**src/verilog/irr_defines.svh**
```systemverilog
// Purpose: Constants of the infrared remote pulse unit: register indexes, fields, resets.
// Assumes: Byte address of a register is four times its index on the APB.
// Notes: Every field resets to zero.
// Operation
// - Carrier clock divides bus clock by two to the code 0..14; code 15 stops it.
// - Length counter clock uses its own select with the same encoding.
// - Direction bit 1 selects receive, 0 selects transmit; resets to transmit.
// - Enable bit 1 starts the selected direction, 0 stops everything; resets to 0.
// - Four 16-bit registers at every second index, 0x5340 to 0x5346; reserved bits read zero.
// - Carrier low phase lasts low setting plus one carrier clocks; bits 13:8.
// - Carrier high phase lasts high setting plus one carrier clocks; bits 5:0.
// - Writing bits 15:8 loads the counter, which then counts down per length clock.
// - At zero the counter stops, holds zero and raises the underflow cause.
// - Transmit mode drives the level bit modulated by the carrier on the output pin.
// - Receive mode updates the level bit with the incoming pulse level.
// - Falling edge sets flag bit 10; writing 1 clears, writing 0 ignored.
// - Rising edge sets flag bit 9; writing 1 clears, writing 0 ignored.
// - Counter underflow sets flag bit 8; writing 1 clears, writing 0 ignored.
// - One request is raised while any flag and its enable bit are both set.
// - Receive samples input on carrier clock; edge needs two equal new samples.
`ifndef IRR_DEFINES_SVH
`define IRR_DEFINES_SVH

`define IRR_IDX_CONFIG 16'h5340
`define IRR_IDX_CARRIER 16'h5342
`define IRR_IDX_COUNTER 16'h5344
`define IRR_IDX_IRQ 16'h5346

`define IRR_CFG_CDIV_HI 15
`define IRR_CFG_CDIV_LO 12
`define IRR_CFG_LDIV_HI 11
`define IRR_CFG_LDIV_LO 8
`define IRR_CFG_DIR 1
`define IRR_CFG_EN 0
`define IRR_CAR_LO_HI 13
`define IRR_CAR_LO_LO 8
`define IRR_CAR_HI_HI 5
`define IRR_CAR_HI_LO 0
`define IRR_CNT_LEN_HI 15
`define IRR_CNT_LEN_LO 8
`define IRR_CNT_LEVEL 0
`define IRR_IRQ_FLAG_HI 10
`define IRR_IRQ_FLAG_LO 8
`define IRR_IRQ_EN_HI 2
`define IRR_IRQ_EN_LO 0

`define IRR_RST_DIV 4'h0
`define IRR_RST_LEN 8'h00
`define IRR_RST_CAR 6'h00
`define IRR_DIV_RESERVED 4'hf
`define IRR_DIV_WIDTH 14

`endif

```
**src/verilog/irr_pkg.sv**
```systemverilog
// Purpose: Types and shared helpers of the infrared remote pulse unit.
// Assumes: Nothing beyond the constants header.
// Notes: Carrier states are one-hot.
package irr_pkg;

   typedef enum logic [2:0] {
      IRR_CAR_IDLE = 3'b001,
      IRR_CAR_HIGH = 3'b010,
      IRR_CAR_LOW = 3'b100
   } irr_car_state_t;

   // Mask of low counter bits that must all be ones for a divided tick.
   function automatic logic [13:0] irr_div_mask(input logic [3:0] sel);
      logic [14:0] one_hot;
      one_hot = 15'h0001 << sel;
      return 14'(one_hot - 15'h0001);
   endfunction : irr_div_mask

endpackage : irr_pkg

```
**src/verilog/irr_clk_div.sv**
```systemverilog
// Purpose: Power-of-two divider giving a one-cycle tick enable.
// Assumes: The select stays stable while run is high.
// Notes: Counter restarts from zero whenever run falls, so phases are repeatable.
`include "irr_defines.svh"
module irr_clk_div (
   input wire logic clk,
   input wire logic rstn,
   input wire logic ce,
   input wire logic run,
   input wire logic [3:0] sel,
   output logic tick
);
   logic [`IRR_DIV_WIDTH-1:0] cnt_q;
   logic [13:0] mask;

   assign mask = irr_pkg::irr_div_mask(sel);
   // The reserved code gives no tick at all, freezing whatever it clocks.
   assign tick = run && (sel != `IRR_DIV_RESERVED) && ((cnt_q & mask) == mask);

   always_ff @(posedge clk) begin
      if (!rstn) begin
         cnt_q <= 14'h0000;
      end else if (ce) begin
         if (run) begin
            cnt_q <= cnt_q + 14'h0001;
         end else begin
            cnt_q <= 14'h0000;
         end
      end
   end
endmodule : irr_clk_div

```
**src/verilog/irr_carrier_gen.sv**
```systemverilog
// Purpose: Carrier waveform with programmable high and low phase lengths.
// Assumes: tick is a one-cycle enable at the carrier clock rate.
// Notes: Each burst starts with a high phase in the cycle after run rises.
module irr_carrier_gen (
   input wire logic clk,
   input wire logic rstn,
   input wire logic ce,
   input wire logic run,
   input wire logic tick,
   input wire logic [5:0] high_len,
   input wire logic [5:0] low_len,
   output logic carrier
);
   irr_pkg::irr_car_state_t state_q;
   logic [5:0] cnt_q;

   assign carrier = (state_q == irr_pkg::IRR_CAR_HIGH);

   always_ff @(posedge clk) begin
      if (!rstn) begin
         state_q <= irr_pkg::IRR_CAR_IDLE;
         cnt_q <= 6'h00;
      end else if (ce) begin
         if (!run) begin
            state_q <= irr_pkg::IRR_CAR_IDLE;
            cnt_q <= 6'h00;
         end else begin
            case (state_q)
               irr_pkg::IRR_CAR_IDLE: begin
                  state_q <= irr_pkg::IRR_CAR_HIGH;
                  cnt_q <= 6'h00;
               end
               irr_pkg::IRR_CAR_HIGH: begin
                  if (tick) begin
                     if (cnt_q == high_len) begin
                        state_q <= irr_pkg::IRR_CAR_LOW;
                        cnt_q <= 6'h00;
                     end else begin
                        cnt_q <= cnt_q + 6'h01;
                     end
                  end
               end
               irr_pkg::IRR_CAR_LOW: begin
                  if (tick) begin
                     if (cnt_q == low_len) begin
                        state_q <= irr_pkg::IRR_CAR_HIGH;
                        cnt_q <= 6'h00;
                     end else begin
                        cnt_q <= cnt_q + 6'h01;
                     end
                  end
               end
               default: begin
                  state_q <= irr_pkg::IRR_CAR_IDLE;
                  cnt_q <= 6'h00;
               end
            endcase
         end
      end
   end
endmodule : irr_carrier_gen

```
**src/verilog/irr_remote_unit.sv**
```systemverilog
// Purpose: Infrared remote pulse unit with APB register access.
// Assumes: ir_in_pin is synchronous to clk; APB3 master with 32-bit data.
// Notes: Each APB access takes one wait state; pready and prdata come from flops.
`include "irr_defines.svh"
module irr_remote_unit (
   input wire logic clk,
   input wire logic rstn,
   input wire logic ce,
   input wire logic [31:0] paddr,
   input wire logic psel,
   input wire logic penable,
   input wire logic pwrite,
   input wire logic [31:0] pwdata,
   output logic [31:0] prdata,
   output logic pready,
   output logic pslverr,
   input wire logic ir_in_pin,
   output logic ir_out_pin,
   output logic irq
);
   logic [3:0] car_div_q;
   logic [3:0] len_div_q;
   logic dir_q;
   logic en_q;
   logic [5:0] car_lo_q;
   logic [5:0] car_hi_q;
   logic [7:0] len_q;
   logic level_q;
   logic [2:0] flag_q;
   logic [2:0] irq_en_q;
   logic samp_q;
   logic lvl_q;
   logic ir_out_q;
   logic irq_q;
   logic [31:0] prdata_q;
   logic pready_q;
   logic pslverr_q;

   logic addr_ok;
   logic hit_cfg;
   logic hit_car;
   logic hit_cnt;
   logic hit_irq;
   logic wr_done;
   logic [15:0] rd_data;
   logic tx_act;
   logic rx_act;
   logic car_tick;
   logic len_tick;
   logic carrier;
   logic unf_set;
   logic rise_set;
   logic fall_set;
   logic [2:0] flag_set;
   logic [2:0] flag_clr;

   assign prdata = prdata_q;
   assign pready = pready_q;
   assign pslverr = pslverr_q;
   assign ir_out_pin = ir_out_q;
   assign irq = irq_q;

   assign tx_act = en_q & ~dir_q;
   assign rx_act = en_q & dir_q;

   // A register word matches when the index bits of the address equal its index.
   function automatic logic irr_idx_hit(input logic [31:0] addr, input logic [15:0] idx);
      return (addr[17:2] == idx);
   endfunction : irr_idx_hit

   // Register index sits in paddr[17:2]; anything outside the four words is unmapped.
   assign hit_cfg = irr_idx_hit(paddr, `IRR_IDX_CONFIG);
   assign hit_car = irr_idx_hit(paddr, `IRR_IDX_CARRIER);
   assign hit_cnt = irr_idx_hit(paddr, `IRR_IDX_COUNTER);
   assign hit_irq = irr_idx_hit(paddr, `IRR_IDX_IRQ);
   assign addr_ok = (paddr[31:18] == 14'h0000) && (paddr[1:0] == 2'b00) &&
                    (hit_cfg || hit_car || hit_cnt || hit_irq);
   // Writes land only at the completing edge, when pready is seen high.
   assign wr_done = psel & penable & pready_q & pwrite & addr_ok;

   always_comb begin
      rd_data = 16'h0000;
      if (hit_cfg) begin
         rd_data[`IRR_CFG_CDIV_HI:`IRR_CFG_CDIV_LO] = car_div_q;
         rd_data[`IRR_CFG_LDIV_HI:`IRR_CFG_LDIV_LO] = len_div_q;
         rd_data[`IRR_CFG_DIR] = dir_q;
         rd_data[`IRR_CFG_EN] = en_q;
      end else if (hit_car) begin
         rd_data[`IRR_CAR_LO_HI:`IRR_CAR_LO_LO] = car_lo_q;
         rd_data[`IRR_CAR_HI_HI:`IRR_CAR_HI_LO] = car_hi_q;
      end else if (hit_cnt) begin
         rd_data[`IRR_CNT_LEN_HI:`IRR_CNT_LEN_LO] = len_q;
         rd_data[`IRR_CNT_LEVEL] = level_q;
      end else if (hit_irq) begin
         rd_data[`IRR_IRQ_FLAG_HI:`IRR_IRQ_FLAG_LO] = flag_q;
         rd_data[`IRR_IRQ_EN_HI:`IRR_IRQ_EN_LO] = irq_en_q;
      end
   end

   // Bus answer: first access cycle captures read data, second completes.
   always_ff @(posedge clk) begin
      if (!rstn) begin
         pready_q <= 1'b0;
         pslverr_q <= 1'b0;
         prdata_q <= 32'h0000_0000;
      end else if (ce) begin
         if (psel && penable && !pready_q) begin
            pready_q <= 1'b1;
            pslverr_q <= ~addr_ok;
            prdata_q <= addr_ok ? {16'h0000, rd_data} : 32'h0000_0000;
         end else begin
            pready_q <= 1'b0;
            pslverr_q <= 1'b0;
         end
      end
   end

   always_ff @(posedge clk) begin
      if (!rstn) begin
         car_div_q <= `IRR_RST_DIV;
         len_div_q <= `IRR_RST_DIV;
         dir_q <= 1'b0;
         en_q <= 1'b0;
      end else if (ce && wr_done && hit_cfg) begin
         car_div_q <= pwdata[`IRR_CFG_CDIV_HI:`IRR_CFG_CDIV_LO];
         len_div_q <= pwdata[`IRR_CFG_LDIV_HI:`IRR_CFG_LDIV_LO];
         dir_q <= pwdata[`IRR_CFG_DIR];
         en_q <= pwdata[`IRR_CFG_EN];
      end
   end

   always_ff @(posedge clk) begin
      if (!rstn) begin
         car_lo_q <= `IRR_RST_CAR;
         car_hi_q <= `IRR_RST_CAR;
      end else if (ce && wr_done && hit_car) begin
         car_lo_q <= pwdata[`IRR_CAR_LO_HI:`IRR_CAR_LO_LO];
         car_hi_q <= pwdata[`IRR_CAR_HI_HI:`IRR_CAR_HI_LO];
      end
   end

   // Both dividers restart while the unit is off, so the first tick after enabling is
   // one full divided period away, except at ratio 1/1.
   irr_clk_div u_car_div (
      .clk(clk),
      .rstn(rstn),
      .ce(ce),
      .run(en_q),
      .sel(car_div_q),
      .tick(car_tick)
   );

   irr_clk_div u_len_div (
      .clk(clk),
      .rstn(rstn),
      .ce(ce),
      .run(en_q),
      .sel(len_div_q),
      .tick(len_tick)
   );

   irr_carrier_gen u_carrier (
      .clk(clk),
      .rstn(rstn),
      .ce(ce),
      .run(tx_act & level_q),
      .tick(car_tick),
      .high_len(car_hi_q),
      .low_len(car_lo_q),
      .carrier(carrier)
   );

   // Loading zero does not raise an underflow; only counting down onto zero does.
   assign unf_set = en_q & len_tick & (len_q == 8'h01) & ~(wr_done & hit_cnt);

   always_ff @(posedge clk) begin
      if (!rstn) begin
         len_q <= `IRR_RST_LEN;
      end else if (ce) begin
         if (wr_done && hit_cnt) begin
            len_q <= pwdata[`IRR_CNT_LEN_HI:`IRR_CNT_LEN_LO];
         end else if (en_q && len_tick && (len_q != 8'h00)) begin
            len_q <= len_q - 8'h01;
         end
      end
   end

   // In receive mode the filtered level overrides any software write.
   always_ff @(posedge clk) begin
      if (!rstn) begin
         level_q <= 1'b0;
      end else if (ce) begin
         if (rx_act) begin
            level_q <= lvl_q;
         end else if (wr_done && hit_cnt) begin
            level_q <= pwdata[`IRR_CNT_LEVEL];
         end
      end
   end

   // Edge filter: a new level must be seen on two successive carrier-clock samples.
   // Outside receive mode both stages follow the pin, so enabling gives no false edge.
   assign rise_set = rx_act & car_tick & ir_in_pin & samp_q & ~lvl_q;
   assign fall_set = rx_act & car_tick & ~ir_in_pin & ~samp_q & lvl_q;

   always_ff @(posedge clk) begin
      if (!rstn) begin
         samp_q <= 1'b0;
         lvl_q <= 1'b0;
      end else if (ce) begin
         if (!rx_act) begin
            samp_q <= ir_in_pin;
            lvl_q <= ir_in_pin;
         end else if (car_tick) begin
            samp_q <= ir_in_pin;
            if (ir_in_pin == samp_q) begin
               lvl_q <= ir_in_pin;
            end
         end
      end
   end

   // Flag bits in order fall, rise, underflow; a set in the clearing cycle survives.
   assign flag_set = {fall_set, rise_set, unf_set};
   assign flag_clr = (wr_done && hit_irq) ? pwdata[`IRR_IRQ_FLAG_HI:`IRR_IRQ_FLAG_LO] : 3'h0;

   always_ff @(posedge clk) begin
      if (!rstn) begin
         flag_q <= 3'h0;
      end else if (ce) begin
         flag_q <= (flag_q & ~flag_clr) | flag_set;
      end
   end

   always_ff @(posedge clk) begin
      if (!rstn) begin
         irq_en_q <= 3'h0;
      end else if (ce && wr_done && hit_irq) begin
         irq_en_q <= pwdata[`IRR_IRQ_EN_HI:`IRR_IRQ_EN_LO];
      end
   end

   always_ff @(posedge clk) begin
      if (!rstn) begin
         irq_q <= 1'b0;
      end else if (ce) begin
         irq_q <= |(flag_q & irq_en_q);
      end
   end

   // The pin is registered, so it trails the carrier state by one cycle.
   always_ff @(posedge clk) begin
      if (!rstn) begin
         ir_out_q <= 1'b0;
      end else if (ce) begin
         ir_out_q <= tx_act & level_q & carrier;
      end
   end
endmodule : irr_remote_unit

```
**config.mk**
```make
export PLATFORM = sky130hd
export DESIGN_NAME = irr_remote_unit
export DESIGN_NICKNAME = d
export VERILOG_FILES = /design/src/verilog/irr_pkg.sv /design/src/verilog/irr_clk_div.sv /design/src/verilog/irr_carrier_gen.sv /design/src/verilog/irr_remote_unit.sv
export VERILOG_INCLUDE_DIRS = /design/src /design/src/verilog
export SDC_FILE = /design/constraint.sdc
export NUM_CORES = 1
export LEC_CHECK = 0
export BUFFER_PORTS_ARGS = -buffer_cell sky130_fd_sc_hd__buf_2
export CAP_MARGIN = 15
export CELL_PAD_IN_SITES_DETAIL_PLACEMENT = 1
export CELL_PAD_IN_SITES_GLOBAL_PLACEMENT = 2
export CORE_MARGIN = 3
export CORE_UTILIZATION = 36
export CTS_CLUSTER_DIAMETER = 200
export DETAILED_ROUTE_END_ITERATION = 8
export PLACE_DENSITY = 0.87
export SLEW_MARGIN = 20
export SYNTH_ARGS = -nofsm -noshare
export SYNTH_HDL_FRONTEND = slang
export SYNTH_HIERARCHICAL = 1
export SYNTH_SLANG_ARGS = --single-unit
```
**constraint.sdc**
```tcl
create_clock -name clk -period 5.6 [get_ports clk]
set_input_delay 0.28 -clock clk [delete_from_list [all_inputs] [get_ports clk]]
set_output_delay 0.28 -clock clk [all_outputs]
set_load 0.01 [all_outputs]
```
==> results_tabular.tex <==
\begin{tabular}{lr}
\hline
Metric & Value \\
\hline
\multicolumn{2}{l}{\textbf{Status}} \\
Run status & finished, final reports clean \\
\multicolumn{2}{l}{\textbf{Clocking}} \\
Buffer levels on the longest clock path & 2 \\
Buffers inserted during post-CTS setup optimization & 0 \\
TritonCTS buffer count & 9 \\
CTS-repair resized insts & 0 \\
Clock insertion delay at the later pin of the skew report & 0.36 ns \\
Number of buffers added to fix hold violations after cts & 0 \\
Library cell used as clock root buffer & sky130\_fd\_sc\_hd\_\_clkbuf\_16 \\
Deepest level of the CTS H-tree & 3 \\
Clock tree from TritonCTS & done \\
Clock sinks & 94 \\
Clk slew on worst S/H paths & 0.07 ns \\
\multicolumn{2}{l}{\textbf{Logic synthesis}} \\
Cell variety after synth & 70 \\
Share of synthesized area occupied by flip-flops and latches & 0.337 \\
Fraction of synthesized cell area taken by the top area cell type & 0.337 \\
Post-synth top flop & sky130\_fd\_sc\_hd\_\_dfxtp\_1 \\
Total standard cell area after synthesis & 0.00558 mm² \\
Total number of yosys warnings & 6 \\
Number of register bits inferred by synthesis & 94 \\
Cell types with the largest area share after synthesis & sky130\_fd\_sc\_hd\_\_dfxtp\_1, sky130\_fd\_sc\_hd\_\_mux2i\_1, sky130\_fd\_sc\_hd\_\_xor2\_1 \\
Mean instance size in the synthesized netlist & 8.64 µm² \\
Fraction of registers with async set/reset & 0 \\
Gate Count Post-Synth & 646 \\
Number of enable flip-flop cells after synthesis & 0 \\
Cell type with the highest aggregate area in the netlist & sky130\_fd\_sc\_hd\_\_dfxtp\_1 \\
\multicolumn{2}{l}{\textbf{Power}} \\
Peak ir drop on the vdd network & 0.000152 V \\
Leakage power figure & 2.48 nW \\
Power density over cell area & 228 mW/mm² \\
\multicolumn{2}{l}{\textbf{Worst hold path}} \\
Path class of the lowest-slack min-delay path & in -> reg \\
Hold depth & 3 \\
\multicolumn{2}{l}{\textbf{Setup path}} \\
Standard cell with the maximum stage delay on the critical path & sky130\_fd\_sc\_hd\_\_dfxtp\_1 \\
Number of cells on the critical path & 12 \\
Count of cells along the worst register-to-register path & 12 \\
Critical path's top delay family & compound AO/OA/AOI/OAI gates \\
WP buf/inv & 0 \\
Category of the worst setup path launch point & flop \\
Worst Path Max Fanout & 14 \\
Critical Path AT & $\sim$3.6 ns \\
Crit path kind & reg -> reg \\
Critical Path RT & between 5 and 6 ns \\
Cells traversed along the worst timing path & nor3\_4 > nand2b\_2 > ha\_1 > nor3b\_1 > a22oi\_1 > or3\_1 > o311ai\_0 > a211oi\_2 > o31a\_1 > nand3\_2 > o21ai\_2 > nor2\_1 \\
Crit path largest cell delay & 0.64 ns \\
R2R setup slack & 2.23 ns \\
Type of element capturing the critical path & flop \\
\multicolumn{2}{l}{\textbf{Timing}} \\
Clk\_skew & 0.00635 ns \\
Transition time at the pin with the least slew margin & 0.874 ns \\
Final worst hold slack & 0.188 ns \\
Setup violators final & 0 \\
Summed negative setup slack over all endpoints & 0 ns \\
Number of hold-slack violations in the final timing report & 0 \\
Worst-case headroom to the max-slew limit & 0.416 \\
Unrepaired setup endpoints after global routing & no \\
Worst setup margin & 2.23 ns \\
Max Transition Viols Final & 0 \\
Share of the clock period used by the worst path after layout & 0.602 \\
Timing-limited maximum frequency & 0.296 GHz \\
Shortest period the worst path allows & 3.37 ns \\
\multicolumn{2}{l}{\textbf{Layout}} \\
Filler cell count & 1,829 \\
Most common cell after layout, fill and taps aside & sky130\_fd\_sc\_hd\_\_dfxtp\_1 \\
Non-filler cells in the finished layout & 883 \\
Antenna Cells & 0 \\
Fin nets & $\sim$770 \\
Fraction of layout cells with a size suffix above 1 & 0.170 \\
Leading cell types in the layout, fill and taps excluded & sky130\_fd\_sc\_hd\_\_dfxtp\_1, sky130\_fd\_sc\_hd\_\_buf\_2, sky130\_fd\_sc\_hd\_\_nand2\_1, sky130\_fd\_sc\_hd\_\_nor2\_1, sky130\_fd\_sc\_hd\_\_mux2i\_1 \\
Area growth from synthesis to final layout & 11.3\% \\
\multicolumn{2}{l}{\textbf{Floorplanning}} \\
Effective utilization at floorplan & 0.376 \\
Overall die area & 0.0170 mm² \\
Standard-cell rows & 44 \\
Io pins & 107 \\
Floorplan Core Area & 0.0149 mm² \\
Chip width & 131 µm \\
Die Y-Extent & $\sim$130 µm \\
\multicolumn{2}{l}{\textbf{GRT}} \\
Vias in the first global route & 5,014 \\
Largest net degree at the start of global routing & between 60 and 70 \\
Overall overflow remaining after global route & 0 \\
Total Routing Usage GR & 0.182 \\
Number of antenna violations at the first check in global routing & 0 \\
First-pass GRT wire length & $\sim$25 mm \\
\multicolumn{2}{l}{\textbf{Placement}} \\
IO buf count & 70 \\
Cells after DPL & 867 \\
Post-Place Setup Slack & between 2 and 2.5 ns \\
Post-detail-place hpwl & 11.0 mm \\
Routability congestion estimate & 0.802 \\
\multicolumn{2}{l}{\textbf{Detailed routing}} \\
\# DRC & 0 \\
Wire length per cell & 17.0 µm \\
Number of design-rule violations left by the first detailed-router iteration & just under 200 \\
Number of iterations in the first detailed-routing pass & 4 \\
Total wire length after detailed routing & between 15 and 20 mm \\
Via count & 4,766 \\
Vias/cell & 5.40 \\
Antenna Violating Nets Remaining & 0 \\
\multicolumn{2}{l}{\textbf{Job}} \\
Max-cap viol count & 0 \\
\hline
\end{tabular}
==> report_power, final <==
group	switching [W]	internal, W
combinational	0.0000500	0.0000351
clock	0.000297	0.000358
sequential	0.00000593	0.000673
total	0.000353	0.00107
==> per-stage QoR <==
step	util	cell area [µm²]	total power, W
after floorplan	-	5650	0.000750
after global placement	0.397	5900	0.000777
after detailed placement	0.397	5900	0.000780
after CTS	0.418	6220	0.00143
after global routing	0.418	6220	0.00147
final	0.418	6220	0.00142
==> cells in the mapped netlist, drive strengths merged (3+ instances only) <==
library cell / number
a211oi: 3
a21boi: 10
a21oi: 19
a221oi: 3
a22oi: 7
a32oi: 6
and2: 7
and3: 13
and4: 5
buf: 43
clkbuf: 12
dfxtp: 94
ha: 7
inv: 16
mux2i: 41
nand2: 61
nand2b: 14
nand3: 9
nand4: 17
nor2: 59
nor2b: 39
nor3: 11
nor3b: 5
nor4: 9
o211ai: 3
o21a: 5
o21ai: 27
o221ai: 6
o22ai: 8
o311ai: 3
o31a: 3
or3: 5
xnor2: 17
xor2: 28
==> layout make-up <==
cell class | count | area (µm²) | area share
multi-input combinational | 498 | 3340 | 0.538
timing repair buffer | 75 | 388 | 0.0624
inverter | 16 | 60.1 | 0.00966
tap | 184 | 230 | 0.0370
sequential | 94 | 1880 | 0.303
clock buffer | 9 | 225 | 0.0362
clock inverter | 7 | 86.3 | 0.0139
==> layer usage <==
layer  vias to the layer above  wire length [µm]  track usage
li1                       2345                 -            -
met1                      2304              6830        0.230
met2                        98              7290        0.315
met3                        19               634       0.0293
met4                         0               259       0.0587
met5                         -                 0            0
==> tightest hold or removal path, delay by kind of cell <==
| kind | cells | cell delay [ns] |
|---|---|---|
| and+or+nand+nor | 1 | 0.09 |
| buffers and inverters | 1 | 0.08 |
| muxes | 1 | 0.06 |
==> worst paths after layout <==
| path | start | to |
|---|---|---|
| setup / recovery | car_div_q[1]$_SDFFE_PN0P_ | u_carrier/cnt_q[5]$_SDFFE_PN0P_ |
| hold / removal | pwdata[3] | car_hi_q[3]$_SDFFE_PN0P_ |
| setup reg to reg | car_div_q[1]$_SDFFE_PN0P_ | u_carrier/cnt_q[5]$_SDFFE_PN0P_ |
| hold reg to reg | prdata[0]$_SDFFE_PN0P_ | prdata[0]$_SDFFE_PN0P_ |
==> flip-flops by register name, summed over array words and instances, names as in the netlist <==
name,flops
prdata,14
u_car_div/cnt_q,14
u_len_div/cnt_q,14
len_q,8
car_hi_q,6
car_lo_q,6
u_carrier/cnt_q,6
car_div_q,4
len_div_q,4
flag_q,3
irq_en_q,3
u_carrier/state_q,3
dir_q,1
en_q,1
ir_out_pin,1
irq,1
level_q,1
lvl_q,1
pready,1
pslverr,1
samp_q,1
==> kinds of logic after synthesis <==
group	after synthesis	share of synthesized area
muxes	43	0.0775
AOI/OAI and AO/OA	120	0.160
DFF	94	0.337
and+or+nand+nor	265	0.263
other	1	0.000672
buffers and inverters	71	0.0755
xor gates and xnor gates	45	0.0706
adders and majority gates	7	0.0157
No activity file was read; power rests on OpenSTA's default activity.
